==> src/inc/eapi_pkg.sv <==
package eapi_pkg;

	localparam int          ADDR_W          = 8;
	localparam int          DATA_W          = 8;
	localparam int          NUM_SRC         = 10;

	// register map
	localparam logic [7:0]  OFS_CTRL_THREE  = 8'h00;
	localparam logic [7:0]  OFS_FLAGS_ONE   = 8'h01;
	localparam logic [7:0]  OFS_CONFIG      = 8'h02;
	localparam logic [7:0]  OFS_STATUS      = 8'h03;

	// control register three fields
	localparam int          BIT_B_PRIO      = 7;
	localparam int          BIT_A_PRIO      = 6;
	localparam int          BIT_B_EN        = 4;
	localparam int          BIT_A_EN        = 3;
	localparam int          BIT_B_FLAG      = 1;
	localparam int          BIT_A_FLAG      = 0;
	localparam logic [7:0]  CTRL_THREE_MASK = 8'hDB;
	localparam logic [7:0]  CTRL_THREE_RST  = 8'hC0;

	// peripheral flag register one fields
	localparam int          BIT_PSP         = 7;
	localparam int          BIT_CONV        = 6;
	localparam int          BIT_RX          = 5;
	localparam int          BIT_TX          = 4;
	localparam int          BIT_SSP         = 3;
	localparam int          BIT_CCP         = 2;
	localparam int          BIT_TMRB        = 1;
	localparam int          BIT_TMRA        = 0;
	localparam logic [7:0]  FLAGS_ONE_RST   = 8'h00;

	// configuration register fields
	localparam int          BIT_PRIO_MODE   = 0;
	localparam int          BIT_A_EDGE      = 1;
	localparam int          BIT_B_EDGE      = 2;
	localparam int          BIT_CCP_MODE_LO = 3;
	localparam logic [7:0]  CONFIG_MASK     = 8'h1F;
	localparam logic [7:0]  CONFIG_RST      = 8'h06;

	localparam logic [23:0] VEC_HIGH        = 24'h00_0008;
	localparam logic [23:0] VEC_LOW         = 24'h00_0018;

	typedef enum logic [1:0]
	{
		EAPI_CCP_CAPTURE = 2'b00,
		EAPI_CCP_COMPARE = 2'b01,
		EAPI_CCP_PWM     = 2'b11
	} eapi_ccp_mode_t;

	typedef struct packed
	{
		logic pspAccess;
		logic convDone;
		logic rxBufFull;
		logic txBufEmpty;
		logic syncSerialDone;
		logic capEvent;
		logic cmpEvent;
		logic timerBMatch;
		logic timerAOverflow;
	} eapi_periph_ev_t;

endpackage : eapi_pkg

==> src/eapi_flags.sv <==
`timescale 1ns/1ps
`default_nettype none

// Functional notes
// RULE1: control bit 7 is line b priority, one high, zero low.
// RULE2: control bit 6 is line a priority, one high, zero low.
// RULE3: control bits 5 and 2 read zero and ignore writes.
// RULE4: control bit 4 enables line b requests.
// RULE5: control bit 3 enables line a requests.
// RULE6: control bit 1 set by line b event, held until written zero.
// RULE7: control bit 0 set by line a event, held until written zero.
// RULE8: flags set regardless of their enable and the global enable.
// RULE9: software clears a flag before enabling it and after servicing.
// RULE10: flag bit 7 set by parallel port access; reserved without that port.
// RULE11: flag bit 6 set when a conversion completes, software clears it.
// RULE12: flag bit 5 read-only, follows receive buffer full.
// RULE13: flag bit 4 read-only, follows transmit buffer empty.
// RULE14: flag bit 3 set when sync serial transfer finishes.
// RULE15: flag bit 2 set on capture or compare match, unused in pwm.
// RULE16: flag bit 1 set on timer b period match.
// RULE17: flag bit 0 set on timer a overflow, cleared by writing zero.
// RULE18: priority mode off ignores priority bits, one common vector.
// RULE19: line edges chosen by edge-select bit, one rising, zero falling.
// RULE20: a set in the same cycle as a clear leaves the flag set.
// RULE21: request raised when flag and enable are one, tagged with priority.
module eapi_flags
	import eapi_pkg::*;
#(
	parameter bit PSP_PRESENT = 1'b1
)
(
	input  wire logic                 ref_clk,
	input  wire logic                 arst_n,
	input  wire logic [ADDR_W-1:0]    regAddr,
	input  wire logic [DATA_W-1:0]    regWrData,
	input  wire logic                 regWrStb,
	input  wire logic                 regRdStb,
	output logic      [DATA_W-1:0]    regRdData,
	input  wire logic                 extLineA,
	input  wire logic                 extLineB,
	input  wire eapi_periph_ev_t      periphEv,
	input  wire logic [7:0]           periphEnable,
	input  wire logic [7:0]           periphPriority,
	output logic      [NUM_SRC-1:0]   reqPending,
	output logic      [NUM_SRC-1:0]   reqHigh,
	output logic                      coreIrqHigh,
	output logic                      coreIrqLow,
	output logic      [23:0]          vectorAddr
);

	function automatic logic hitWrite(input logic [ADDR_W-1:0] ofs);
		hitWrite = regWrStb && (regAddr == ofs);
	endfunction : hitWrite

	// keeps a flag set when its event lands in the clearing cycle
	function automatic logic nextFlag(
		input logic cur,
		input logic wrHit,
		input logic wrBit,
		input logic setEv
	);
		nextFlag = (wrHit ? wrBit : cur) | setEv;
	endfunction : nextFlag

	// one-cycle edge on a synchronised line, polarity from its select bit
	function automatic logic lineEdge(
		input logic cur,
		input logic prev,
		input logic rising
	);
		lineEdge = rising ? (cur & ~prev) : (~cur & prev);
	endfunction : lineEdge

	logic                 rstMeta_reg;
	logic                 rstSync_reg;
	logic                 rstN;

	logic [DATA_W-1:0]    ctrlThree_reg;
	logic [DATA_W-1:0]    ctrlThree_next;
	logic [DATA_W-1:0]    flagsOne_reg;
	logic [DATA_W-1:0]    flagsOne_next;
	logic [DATA_W-1:0]    config_reg;
	logic [DATA_W-1:0]    rdData_reg;
	logic [DATA_W-1:0]    rdData_next;

	logic [1:0]           lineMeta_reg;
	logic [1:0]           lineSync_reg;
	logic [1:0]           linePrev_reg;
	logic                 edgeA;
	logic                 edgeB;
	logic [2:0]           armPipe_reg;

	logic                 wrCtrl;
	logic                 wrFlags;
	logic                 ccpSet;
	eapi_ccp_mode_t       ccpMode;

	logic [NUM_SRC-1:0]   flagVec;
	logic [NUM_SRC-1:0]   enVec;
	logic [NUM_SRC-1:0]   prioVec;
	logic [NUM_SRC-1:0]   pend_next;
	logic [NUM_SRC-1:0]   high_next;
	logic [NUM_SRC-1:0]   pending_reg;
	logic [NUM_SRC-1:0]   high_reg;
	logic                 irqHigh_reg;
	logic                 irqLow_reg;
	logic [23:0]          vector_reg;
	logic                 prioMode;

	// reset release through two flops, assertion stays asynchronous
	always_ff @(posedge ref_clk or negedge arst_n)
	begin
		if (!arst_n)
		begin
			rstMeta_reg <= 1'b0;
			rstSync_reg <= 1'b0;
		end
		else
		begin
			rstMeta_reg <= 1'b1;
			rstSync_reg <= rstMeta_reg;
		end
	end

	assign rstN = rstSync_reg;

	// pins are asynchronous: two flops, then a third for the edge compare
	always_ff @(posedge ref_clk or negedge rstN)
	begin
		if (!rstN)
		begin
			lineMeta_reg <= 2'b00;
			lineSync_reg <= 2'b00;
			linePrev_reg <= 2'b00;
		end
		else
		begin
			lineMeta_reg <= {extLineB, extLineA};
			lineSync_reg <= lineMeta_reg;
			linePrev_reg <= lineSync_reg;
		end
	end

	// edges count only once the pin pipeline holds real samples, else a high pin fakes one
	always_ff @(posedge ref_clk or negedge rstN)
	begin
		if (!rstN)
		begin
			armPipe_reg <= 3'h0;
		end
		else
		begin
			armPipe_reg <= {armPipe_reg[1:0], 1'h1};
		end
	end

	// changing an edge select alone never looks like an edge, only a pin change makes one
	always_comb
	begin
		edgeA = armPipe_reg[2] & lineEdge(lineSync_reg[0], linePrev_reg[0], config_reg[BIT_A_EDGE]); // RULE19
		edgeB = armPipe_reg[2] & lineEdge(lineSync_reg[1], linePrev_reg[1], config_reg[BIT_B_EDGE]); // RULE19
	end

	assign wrCtrl  = hitWrite(OFS_CTRL_THREE);
	assign wrFlags = hitWrite(OFS_FLAGS_ONE);
	assign ccpMode = eapi_ccp_mode_t'(config_reg[BIT_CCP_MODE_LO +: 2]);
	assign prioMode = config_reg[BIT_PRIO_MODE];

	always_comb
	begin
		case (ccpMode)
			EAPI_CCP_CAPTURE: ccpSet = periphEv.capEvent; // RULE15
			EAPI_CCP_COMPARE: ccpSet = periphEv.cmpEvent; // RULE15
			EAPI_CCP_PWM:     ccpSet = 1'b0; // RULE15
			default:          ccpSet = 1'b0;
		endcase
	end

	always_comb
	begin
		ctrlThree_next = ctrlThree_reg;
		if (wrCtrl)
		begin
			ctrlThree_next[BIT_B_PRIO] = regWrData[BIT_B_PRIO]; // RULE1
			ctrlThree_next[BIT_A_PRIO] = regWrData[BIT_A_PRIO]; // RULE2
			ctrlThree_next[BIT_B_EN]   = regWrData[BIT_B_EN]; // RULE4
			ctrlThree_next[BIT_A_EN]   = regWrData[BIT_A_EN]; // RULE5
		end
		// flags ignore the enables so software can poll them
		ctrlThree_next[BIT_B_FLAG] = nextFlag(ctrlThree_reg[BIT_B_FLAG], wrCtrl,
		                                      regWrData[BIT_B_FLAG], edgeB); // RULE6 RULE8 RULE20
		ctrlThree_next[BIT_A_FLAG] = nextFlag(ctrlThree_reg[BIT_A_FLAG], wrCtrl,
		                                      regWrData[BIT_A_FLAG], edgeA); // RULE7 RULE8 RULE20
		ctrlThree_next = ctrlThree_next & CTRL_THREE_MASK; // RULE3
	end

	always_ff @(posedge ref_clk or negedge rstN)
	begin
		if (!rstN)
		begin
			ctrlThree_reg <= CTRL_THREE_RST;
		end
		else
		begin
			ctrlThree_reg <= ctrlThree_next;
		end
	end

	always_comb
	begin
		flagsOne_next = flagsOne_reg;
		// without the parallel port the bit is tied low
		flagsOne_next[BIT_PSP] = PSP_PRESENT &
			nextFlag(flagsOne_reg[BIT_PSP], wrFlags, regWrData[BIT_PSP],
			         periphEv.pspAccess); // RULE10 RULE20
		flagsOne_next[BIT_CONV] = nextFlag(flagsOne_reg[BIT_CONV], wrFlags,
		                                   regWrData[BIT_CONV], periphEv.convDone); // RULE11 RULE20
		// buffer flags mirror the serial unit, software cannot write them
		flagsOne_next[BIT_RX] = periphEv.rxBufFull; // RULE12
		flagsOne_next[BIT_TX] = periphEv.txBufEmpty; // RULE13
		flagsOne_next[BIT_SSP] = nextFlag(flagsOne_reg[BIT_SSP], wrFlags,
		                                  regWrData[BIT_SSP], periphEv.syncSerialDone); // RULE14 RULE20
		flagsOne_next[BIT_CCP] = nextFlag(flagsOne_reg[BIT_CCP], wrFlags,
		                                  regWrData[BIT_CCP], ccpSet); // RULE15 RULE20
		flagsOne_next[BIT_TMRB] = nextFlag(flagsOne_reg[BIT_TMRB], wrFlags,
		                                   regWrData[BIT_TMRB], periphEv.timerBMatch); // RULE16 RULE20
		flagsOne_next[BIT_TMRA] = nextFlag(flagsOne_reg[BIT_TMRA], wrFlags,
		                                   regWrData[BIT_TMRA], periphEv.timerAOverflow); // RULE17 RULE20
	end

	always_ff @(posedge ref_clk or negedge rstN)
	begin
		if (!rstN)
		begin
			flagsOne_reg <= FLAGS_ONE_RST;
		end
		else
		begin
			flagsOne_reg <= flagsOne_next; // RULE8
		end
	end

	always_ff @(posedge ref_clk or negedge rstN)
	begin
		if (!rstN)
		begin
			config_reg <= CONFIG_RST;
		end
		else if (hitWrite(OFS_CONFIG))
		begin
			config_reg <= regWrData & CONFIG_MASK;
		end
	end

	// request vector: bits 9 and 8 are lines b and a, the rest peripherals
	always_comb
	begin
		flagVec = {ctrlThree_reg[BIT_B_FLAG], ctrlThree_reg[BIT_A_FLAG], flagsOne_reg};
		enVec   = {ctrlThree_reg[BIT_B_EN], ctrlThree_reg[BIT_A_EN], periphEnable};
		prioVec = {ctrlThree_reg[BIT_B_PRIO], ctrlThree_reg[BIT_A_PRIO], periphPriority};
		pend_next = flagVec & enVec; // RULE21
		high_next = pend_next & prioVec; // RULE21
	end

	always_ff @(posedge ref_clk or negedge rstN)
	begin
		if (!rstN)
		begin
			pending_reg <= '0;
			high_reg    <= '0;
		end
		else
		begin
			pending_reg <= pend_next;
			high_reg    <= high_next;
		end
	end

	// compatibility mode routes every request to one vector
	always_ff @(posedge ref_clk or negedge rstN)
	begin
		if (!rstN)
		begin
			irqHigh_reg <= 1'b0;
			irqLow_reg  <= 1'b0;
			vector_reg  <= VEC_HIGH;
		end
		else if (!prioMode)
		begin
			irqHigh_reg <= |pend_next; // RULE18
			irqLow_reg  <= 1'b0; // RULE18
			vector_reg  <= VEC_HIGH; // RULE18
		end
		else
		begin
			irqHigh_reg <= |high_next;
			irqLow_reg  <= |(pend_next & ~high_next);
			// idle stays on the high vector, only a lone low request moves it
			vector_reg  <= (|pend_next && !(|high_next)) ? VEC_LOW : VEC_HIGH;
		end
	end

	// read data stand for one cycle only, zero otherwise
	always_comb
	begin
		rdData_next = '0;
		if (regRdStb)
		begin
			case (regAddr)
				OFS_CTRL_THREE: rdData_next = ctrlThree_reg & CTRL_THREE_MASK; // RULE3
				OFS_FLAGS_ONE:  rdData_next = flagsOne_reg;
				OFS_CONFIG:     rdData_next = config_reg;
				OFS_STATUS:     rdData_next = {4'h0, irqHigh_reg, irqLow_reg,
				                               pending_reg[9:8]};
				default:        rdData_next = '0;
			endcase
		end
	end

	always_ff @(posedge ref_clk or negedge rstN)
	begin
		if (!rstN)
		begin
			rdData_reg <= '0;
		end
		else
		begin
			rdData_reg <= rdData_next;
		end
	end

	assign regRdData   = rdData_reg;
	assign reqPending  = pending_reg;
	assign reqHigh     = high_reg;
	assign coreIrqHigh = irqHigh_reg;
	assign coreIrqLow  = irqLow_reg;
	assign vectorAddr  = vector_reg;

endmodule : eapi_flags

`default_nettype wire

==> config.mk <==
export PLATFORM = sky130hd
export DESIGN_NAME = eapi_flags
export DESIGN_NICKNAME = d
export VERILOG_FILES = /design/src/inc/eapi_pkg.sv /design/src/eapi_flags.sv
export SDC_FILE = /design/constraint.sdc
export NUM_CORES = 1
export LEC_CHECK = 0
export ABC_AREA = 0
export BUFFER_PORTS_ARGS = -buffer_cell sky130_fd_sc_hd__buf_2
export CELL_PAD_IN_SITES_DETAIL_PLACEMENT = 0
export CELL_PAD_IN_SITES_GLOBAL_PLACEMENT = 2
export CORE_MARGIN = 3
export CORE_UTILIZATION = 29
export DETAILED_ROUTE_END_ITERATION = 16
export GPL_ROUTABILITY_DRIVEN = 0
export PLACE_DENSITY = 0.85
export SLEW_MARGIN = 20
export SYNTH_ARGS = -nofsm -noshare
export SYNTH_HDL_FRONTEND = slang
export SYNTH_SLANG_ARGS = --single-unit
==> constraint.sdc <==
create_clock -name ref_clk -period 2.3 [get_ports ref_clk]
set_input_delay 0.115 -clock ref_clk [delete_from_list [all_inputs] [get_ports ref_clk]]
set_output_delay 0.115 -clock ref_clk [all_outputs]
set_load 0.02 [all_outputs]
Word-level counts from Yosys, hierarchy flattened
Cells that the tools add are included.
{ "op_classes": {"n_eq_ne": 4, "n_reduce_logical": 10, "bitwise": 22, "n_mux": 17} }
{ "op_table": {"columns": ["op", "count"], "rows": [
  ["$pmux W8 S4", 1],
  ["$and A10 B10 Y10", 3],
  ["$reduce_or A10 Y1", 3],
  ["$eq A8 B2 Y1 const B", 2],
  ["$mux W1", 12],
  ["$mux W5", 2],
  ["$not A10 Y10", 1],
  ["$eq A8 B1 Y1 const B", 1],
  ["$logic_not A8 Y1", 1],
  ["$mux W8", 1],
  ["$or A1 B1 Y1", 8],
  ["$and A1 B1 Y1", 6],
  ["$logic_and A1 B1 Y1", 4],
  ["$not A1 Y1", 4],
  ["$eq A2 B1 Y1 const B", 1],
  ["$logic_not A2 Y1", 1],
  ["$pmux W1 S2", 1],
  ["$logic_not A1 Y1", 1]
]} }
{ "totals": {"wordCells": 69, "register_bits": 84, "in_bits": 47, "output_inout_bits": 54} }

Longest topological paths before layout
Gate-level depths: netlist of run 1.
{ "depth": {"depth_word": 7, "depth_mapped": 6} }

Worst setup path before layout of run 1
Ideal clock, no wire load.
{ "synth_path": {"kind": "input to register", "start": "in regAddr[5]", "end": "reg ctrlThree_reg[3]", "arrival_time_ns": 1.447, "setup_ns": 0.125, "stages": 3, "path_slack_ns": 0.728, "n_path_buf": 0, "path_cell_list": "or4_4 nor4_4 mux2_2"} }
{ "synth_between": {"elab_chain_cells": 2} }
{ "synth_lines": {"columns": ["element", "line", "rtl"], "rows": [
  ["start, declared", "eapi_flags.sv:34", "input wire logic [ADDR_W-1:0] regAddr,"],
  ["$logic_not A8 Y1", "eapi_flags.sv:52", "hitWrite = regWrStb && (regAddr == ofs);"],
  ["$logic_and A1 B1 Y1", "eapi_flags.sv:52", null],
  ["end signal, assigned", "eapi_flags.sv:205", "ctrlThree_reg <= ctrlThree_next;"],
  ["end, declared", "eapi_flags.sv:78", "logic [DATA_W-1:0] ctrlThree_reg;"]
]} }
Every way passes these cells.
A chain may end at the register's enable or synchronous reset.

Final worst setup path of run 1
Same ends and word-level chain as after synthesis.

==> impl_metrics.toml, run 1 <==
[finish]
nets = 346
fill_cells = 836
seqCellArea_sq_mm = 0.00153
syn_to_final_growth_pct = 28.0
diodes = 0
final_area_sq_mm = 0.00319
drive_above_1_share = 0.385
final_cell_mix = "76 x buf_2, 56 x dfrtp_1, 25 x conb_1"
fin_cells = 409
multi_input_area_sq_um = 820
final_common_cell = "buf_2"

[floorplan]
core_area_sq_mm = 0.00830
io_pins = 101
die_h_um = 98.8
start_util = 0.301
rows = 33
die_x_um = 98.8
dieArea_sq_mm = 0.00975

[global_route]
antenna_found_initial = 1
grt_overflow_total = 0
grt_pass1_wl_um = 9340
grt_start_max_net_pins = 22
grt_pass1_vias = 1832
track_usage = 0.128

[pwr]
p_sw_frac = 0.238
power.density_mw_per_mm2 = 733
clkPwrFrac = 0.419
combPwrFrac = 0.095
ir_drop_mv = 0.301
pwr-share-seq = 0.487
total_leakage_power_uw = 0.00166
power.switching_uw = 557
p_int_uw = 1780

[synth]
syn-cell-area_sq_mm = 0.00249
ys_ff_latch = 61
synth_cells = 207
synth_edf_count = 0
yosys_warnings = 0
synthArstFlopShare = 1.00
synth_top_flop_cell = "dfrtp_1"
ys_types = 31
synthTopCellsByArea = "dfrtp_1 57%, buf_4 6.9%, mux2_2 4.5%"
syn_avg_cell_area_sq_um = 12.1
synth_top_area_frac = 0.572
synth_area_leader_cell = "dfrtp_1"
seq_area_frac_synth = 0.614

[sta]
rsz0062_at_grt = "no"
finalCritPeriodShare = 0.628
post-route-min-period_ns = 1.44
slew_headroom = 0.656
setup_viol = 0
fin_tns_setup_ns = 0
tightest_slew_ns = 0.512
drv_slew = 0
clock_skew_ns = 0.00697
fmaxAchievable_mhz = 693
hold_viol = 0

[drt]
drt_iter0_markers = 107
avgRoutedWirePerCell_um = 14.3
drcViolationCount = 0
ant_nets = 0
wl_um = 5860
dr.pass1.iters = 4
vias = 1771
vias_per_cell = 4.33

[worst_setup_path]
cp.arrival_ns = 1.67
critPathRequiredTime_ns = 2.52
path_cells = "buf_2 > or4_4 > nor4_4 > mux2_2"
critPathTopFamily = "simple AND/OR/NAND/NOR gates"
cpPeakStageDelay_ns = 0.57
critical_path_class = "in2reg"
start_kind = "input pin"
cp_max_fo = 6
timing.critical_path.buf_inv = 1
end_kind = "flop"
slowest_stage = "or4_4"

[place]
placed_area_sq_mm = 0.00293
placement.io_buffers = 76
dp_hpwl_um = 4630
dp.cells = 388

[flow_run]
cap_violations = 0

[clock_network]
cts_tree = "built"
clockBufferDepth = 2
cts-root-buf = "clkbuf_8"
post_cts_buffers = 0
cts-htree-levels = 3
cts.sinks = 61
cts_buffers = 9
clkLatencyLatePin_ns = 0.34
cts.clk_slew.worst_paths_ns = 0.06

[worst_hold_path]
hold_path_class = "in2reg"

[run_status]
status = "finished, final reports clean"
-- metal layers --
metal	global-route usage	vias up	part of all wire
li1	-	848	-
met1	0.163	838	0.42
met2	0.196	75	0.48
met3	0.0580	8	0.086
met4	0.0410	2	0.0097
met5	0	-	0.0012
-- kinds of logic (layout without fill, tap and decap cells) --
kind of cell,count (synthesis),in the layout,share of synthesized area
other cells,2,25,0.00301
compound gates,17,17,0.0386
simple gates,69,69,0.152
flops,61,61,0.614
mux,20,20,0.100
buf+inv,38,112,0.0923
-- through the flow --
stage | util | setup slack, ns | power (uW) | hold WS, ns
6_report | 0.385 | 0.856 | 2340 | 0.0254
5_1_grt | 0.385 | 0.766 | 2450 | 0.0104
4_1_cts | 0.385 | 0.842 | 2370 | 0.0106
3_5_place_dp | 0.353 | 0.471 | 1380 | -0.0976
3_3_place_gp | 0.353 | 0.488 | 1370 | -0.0996
2_1_floorplan | - | 0.483 | 1310 | -0.181
-- synthesized netlist by cell type, drive strengths merged, types with 2 or more instances --
library cell / count
dfstp: 4
a21oi: 7
mux2: 10
inv: 12
o21ai: 3
buf: 26
nor4: 5
nor3b: 2
nor3: 6
and3: 14
mux4: 3
mux2i: 7
nand2: 18
o22ai: 5
nand4: 3
nor2: 15
dfrtp: 57
conb: 2
-- area by class of cell --
cell class	instances	area share
Sequential cell	61	0.480
Multi-Input combinational cell	131	0.257
Timing Repair Buffer	84	0.142
Clock buffer	13	0.0529
Tap cell	105	0.0411
Inverter	12	0.0141
Clock inverter	3	0.0133
-- final timing paths --
| path | cells past startpoint | start | slack [ns] | endpoint |
|---|---|---|---|---|
| hold reg to reg | 0 | rstN$_DFF_PN0_ | 0.22 | vectorAddr[4]$_DFF_PN0_ |
| min in group asynchronous | 2 | arst_n | 0.09 | rstMeta_reg$_DFF_PN0_ |
| setup reg to reg | 4 | flagsOne_reg[7]$_DFF_PN0_ | 0.86 | vectorAddr[4]$_DFF_PN0_ |
| setup / recovery | 4 | regAddr[5] | 0.86 | ctrlThree_reg[3]$_DFFE_PN0P_ |
| hold / removal | 2 | regWrData[4] | 0.03 | config_reg[4]$_DFFE_PN0P_ |
| max in group asynchronous | 1 | rstN$_DFF_PN0_ | 1.38 | config_reg[1]$_DFFE_PN1P_ |
-- power by group through the flow --
stage / Sequential (uW) / Combinational, uW / Clock [uW]
3_5_place_dp: 1160 / 216 / 0
2_1_floorplan: 1180 / 127 / 0
4_1_cts: 1140 / 223 / 1010
5_1_grt: 1150 / 243 / 1060
6_report: 1140 / 221 / 980
3_3_place_gp: 1160 / 213 / 0
-- repair_timing --
item	4_1_cts	5_1_grt
hold buffers	5	0
hold endpoints to repair	6	0
resized for setup	0	0
setup endpoints to repair	0	0
-- worst reg2reg max path: stages (launching register included) --
cell	delay [ns]
dfrtp_1	0.44
and3_1	0.21
nor4_1	0.37
and3_1	0.23
nor2b_1	0.13
Power figures use the tool's default switching activity.
==> inputs of run 2 (changes only) <==
- CORE_UTILIZATION: 29 -> 26
- PLACE_DENSITY: 0.85 -> 0.81
- clock period: 2.3 -> 1.2 ns (I/O delays scaled with it)
==> run 2 against run 1 <==
Sequential share of layout area shrank 6.3 points. Hold slack got worse by 0.011 ns. Core utilization grew 1.1 points. Clock skew grew 0.0039 ns. Clock-buffer cell count decreased by 1. Critical path depth down 1. Non-clock buffer count increased by 43. The flow now finishes with violations (negative setup slack). Flip-flop and latch count stayed put. Highest routed layer is now met4.
==> impl_metrics.toml, run 2 (synthesis results as in run 1) <==
[flow_run]
cap_violations = 0

[drt]
avgRoutedWirePerCell_um = 13.7
vias = 1946
vias_per_cell = 4.09
drt_iter0_markers = 63
wl_um = 6520
drcViolationCount = 0
dr.pass1.iters = 4
ant_nets = 0

[pwr]
power.density_mw_per_mm2 = 1270
p_sw_frac = 0.242
total_leakage_power_uw = 0.00187
power.switching_uw = 1130
p_int_uw = 3540
pwr-share-seq = 0.464
ir_drop_mv = 0.531
combPwrFrac = 0.119
clkPwrFrac = 0.417

[finish]
drive_above_1_share = 0.467
final_area_sq_mm = 0.00368
nets = 389
fill_cells = 947
seqCellArea_sq_mm = 0.00153
multi_input_area_sq_um = 906
final_cell_mix = "75 x buf_2, 55 x dfrtp_1, 32 x buf_4"
fin_util = 0.396
diodes = 0
syn_to_final_growth_pct = 47.3
final_common_cell = "buf_2"

[floorplan]
core_area_sq_mm = 0.00928
die_h_um = 104
dieArea_sq_mm = 0.0108
io_pins = 101
rows = 35
start_util = 0.269
die_x_um = 104

[worst_setup_path]
r2r-start = "ctrlThree_reg[6]$_DFFE_PN1P_"
end_kind = "flop"
cp_max_fo = 3
start_kind = "flop"
reg2reg_depth = 3
critPathRequiredTime_ns = 1.42
critical_path_class = "reg2reg"
r2r_setup_slack_ns = -0.11
r2r-end = "coreIrqLow$_DFF_PN0_"
cp.arrival_ns = 1.53

[global_route]
antenna_found_initial = 0
grt_pass1_vias = 1946
track_usage = 0.125
grt_pass1_wl_um = 10400
grt_start_max_net_pins = 33
grt_overflow_total = 0

[clock_network]
cts-root-buf = "clkbuf_8"
cts_buffers = 9
cts_tree = "built"
cts.sinks = 61
cts.clk_slew.worst_paths_ns = 0.07
cts-htree-levels = 3
clockBufferDepth = 2
clkLatencyLatePin_ns = 0.34

[place]
placement.io_buffers = 76
placed_area_sq_mm = 0.00316
place_ws_ns = -0.391
dp_hpwl_um = 5080

[sta]
setup_viol = 5
fmaxAchievable_mhz = 766
fin_ws_ns = -0.106
drv_slew = 0
post-route-min-period_ns = 1.31
finalCritPeriodShare = 1.09
rsz0062_at_grt = "yes"
clock_skew_ns = 0.0109
hold_viol = 0

[worst_hold_path]
holdPathEnd = "ctrlThree_reg[0]$_DFF_PN0_"
hold_start = "regWrData[0]"
hold_path_class = "in2reg"
min_path_cells = 3

[run_status]
status = "finished, violations left"
violations = "negative setup slack"
## run 2: per-layer routing
layer / part of all wire / global-route usage
met5: 0 / 0
met4: 0.021 / 0.0532
met3: 0.060 / 0.0428
met2: 0.50 / 0.203
met1: 0.42 / 0.152
## run 2: power by group through the flow
stage	registers (uW)	logic [uW]	clock network (uW)
after floorplan	2270	245	0
after global placement	2200	481	0
after detailed placement	2210	488	0
after CTS	2170	543	2020
after global routing	2180	607	2090
final	2170	554	1950
## run 2: stage by stage
step / TNS, ns / hold slack, ns / instances / total power [uW]
3_3_place_gp: -5.82 / -0.149 / 438 / 2690
4_1_cts: -0.277 / 0.00414 / 472 / 4730
5_1_grt: -0.577 / 0.00468 / 476 / 4880
2_1_floorplan: -2.98 / -0.236 / 230 / 2510
3_5_place_dp: -6.43 / -0.147 / 438 / 2690
6_report: -0.346 / 0.0145 / 476 / 4670
## run 2: worst max path at each step
stage                                         endpoint  slack, ns                         start
after floorplan           ctrlThree_reg[3]$_DFFE_PN0P_      -0.24                    regAddr[5]
after global placement       config_reg[3]$_DFFE_PN0P_      -0.33                    regAddr[5]
after detailed placement     config_reg[3]$_DFFE_PN0P_      -0.39                    regAddr[5]
after CTS                         coreIrqLow$_DFF_PN0_      -0.09     flagsOne_reg[6]$_DFF_PN0_
after global routing              coreIrqLow$_DFF_PN0_      -0.14     flagsOne_reg[6]$_DFF_PN0_
final                             coreIrqLow$_DFF_PN0_      -0.11  ctrlThree_reg[6]$_DFFE_PN1P_
## run 2: cell type report
type                    count  area share
clock buffers              12      0.0368
clock inverters             4      0.0197
inverters                  12      0.0123
multi-input cells         131       0.246
flip-flops and latches     61       0.417
well taps                 129      0.0439
repair buffers            127       0.224
## run 2: repair_timing
item                                    4_1_cts  5_1_grt
setup buffers                                 3        4
gates cloned                                  0        0
endpoints found under the hold margin        22        0
resized for setup                            12       13
pin swaps                                     9        4
hold buffers                                 15        0
endpoints found under the setup margin        9       13
## run 2: critical path, cell delays in order, from the launching register on
cell and delay, ns:
dfstp_2 0.55, o22ai_1 0.08, or3_1 0.32, o31a_1 0.25
==> inputs of run 3 (changes only) <==
- CELL_PAD_IN_SITES_DETAIL_PLACEMENT: 0 -> default
- CELL_PAD_IN_SITES_GLOBAL_PLACEMENT: 2 -> default
- CORE_UTILIZATION: 26 -> 35
- PLACE_DENSITY: 0.81 -> 0.7
==> run 3 against run 2 <==
Largest cell class unchanged. Critical path type unchanged. Core utilization grew 15 points. The run still ends with negative setup slack left. Critical path depth grew 1. Clock power grew 14%. Worst setup slack lost 0.0024 ns. Clock skew shrank 0.0039 ns. Critical endpoint is now vectorAddr[4]$_DFF_PN0_. Non-clock buffer count grew 5.
==> impl_metrics.toml, run 3 (synthesis results as in run 1) <==
[run_status]
status = "finished, violations left"
violations = "negative setup slack"

[pwr]
power.density_mw_per_mm2 = 1320
finalPower_uw = 4950
ir_drop_mv = 0.616
total_leakage_power_uw = 0.00190

[clock_network]
clockBufferDepth = 2
cts-htree-levels = 3
clkLatencyLatePin_ns = 0.34
cts_tree = "built"
cts.sinks = 61
cts_buffers = 9
cts.clk_slew.worst_paths_ns = 0.07
cts-root-buf = "clkbuf_8"

[worst_setup_path]
slowest_stage = "dfrtp_1"
cp.arrival_ns = 1.59
critPathRequiredTime_ns = 1.48
crit_top_cell = "and3_4"
end_kind = "flop"
path_cells = "and3_4 > nor4_4 > and3_4 > nor2b_4"
start_kind = "flop"
critPathTopFamily = "simple AND/OR/NAND/NOR gates"
cp_max_fo = 3
timing.critical_path.buf_inv = 0
cpPeakStageDelay_ns = 0.42
critical_path_class = "reg2reg"

[drt]
dr.pass1.iters = 4
wl_um = 5910
drcViolationCount = 0
avgRoutedWirePerCell_um = 13.2
ant_nets = 0
drt_iter0_markers = 75
vias = 1958
vias_per_cell = 4.37

[finish]
fill_cells = 583
final_common_cell = "buf_2"
syn_to_final_growth_pct = 49.9
nets = 394
fin_util = 0.545
fin_cells = 448
diodes = 0
final_cell_mix = "75 x buf_2, 54 x dfrtp_1, 31 x buf_4"
drive_above_1_share = 0.466

[sta]
rsz0062_at_grt = "yes"
setup_viol = 5
fin_tns_setup_ns = -0.393
finalCritPeriodShare = 1.09
fin_ws_ns = -0.108
drv_slew = 0
fmaxAchievable_mhz = 764
post-route-min-period_ns = 1.31
clock_skew_ns = 0.00697
hold_viol = 0

[floorplan]
core_area_sq_mm = 0.00687
dieArea_sq_mm = 0.00818
die_x_um = 90.4
rows = 30
start_util = 0.363
die_h_um = 90.4
io_pins = 101

[worst_hold_path]
hold_path_class = "in2reg"

[global_route]
grt_pass1_vias = 1974
grt_pass1_wl_um = 9390
grt_start_max_net_pins = 31
antenna_found_initial = 0
track_usage = 0.148
grt_overflow_total = 0

[place]
placement.io_buffers = 76
dp_hpwl_um = 4510
dp.cells = 405

[flow_run]
cap_violations = 0
-- run 3: cell count changes in the layout (fill, tap and decap cells not counted), sizes merged --
cell	change
dlygate4sd3	+7
buf	-2
clkbuf	-2
bufinv	+1
clkinvlp	+1
-- run 3: stage by stage --
| step | worst slack (ns) | hold WS, ns | cell area, sq um |
|---|---|---|---|
| finish | -0.108 | 0.0198 | 3740 |
| global placement | -0.337 | -0.150 | 3120 |
| global route | -0.187 | 0.00737 | 3740 |
| floorplan | -0.241 | -0.236 | 2590 |
| detailed placement | -0.394 | -0.151 | 3120 |
| CTS | -0.103 | 0.00800 | 3660 |
-- run 3: final cells by class --
class	instances	area, sq um	area share
Clock buffer	10	138	0.0368
Multi-Input combinational cell	131	920	0.246
Clock inverter	6	110	0.0294
Tap cell	96	120	0.0321
Sequential cell	61	1540	0.410
Inverter	12	45.0	0.0120
Timing Repair Buffer	132	873	0.233
-- run 3: power by group --
group          switching [uW]  internal (uW)  leakage, uW
Clock                     785           1430     0.000119
Combinational             312            252      0.00105
Sequential               33.5           2130     0.000734
Total                    1130           3820      0.00190
-- run 3: worst paths after layout --
| check | slack, ns | to | start | cells past startpoint |
|---|---|---|---|---|
| max in group asynchronous | 0.61 | ctrlThree_reg[6]$_DFFE_PN1P_ | rstN$_DFF_PN0_ | 1 |
| worst max register to register | -0.11 | vectorAddr[4]$_DFF_PN0_ | flagsOne_reg[7]$_DFF_PN0_ | 4 |
| worst max-delay path | -0.11 | vectorAddr[4]$_DFF_PN0_ | flagsOne_reg[7]$_DFF_PN0_ | 4 |
| worst min-delay path | 0.02 | reqHigh[1]$_DFF_PN0_ | periphPriority[1] | 2 |
| min in group asynchronous | 0.03 | rstMeta_reg$_DFF_PN0_ | arst_n | 2 |
| worst min register to register | 0.27 | coreIrqHigh$_DFF_PN0_ | rstN$_DFF_PN0_ | 1 |
-- run 3: what timing repair did --
item	in CTS	in global routing
setup buffers	4	1
gates resized for setup	10	17
endpoints found under the hold margin	27	0
pin swaps	9	12
endpoints found under the setup margin	10	13
hold buffers	22	0
-- run 3: per-layer routing --
| layer | global-route usage | routed length (um) | part of all wire |
|---|---|---|---|
| met5 | 0 | 0 | 0 |
| met4 | 0.0536 | 104 | 0.018 |
| met2 | 0.245 | 2910 | 0.49 |
| met1 | 0.175 | 2430 | 0.41 |
| met3 | 0.0600 | 462 | 0.078 |
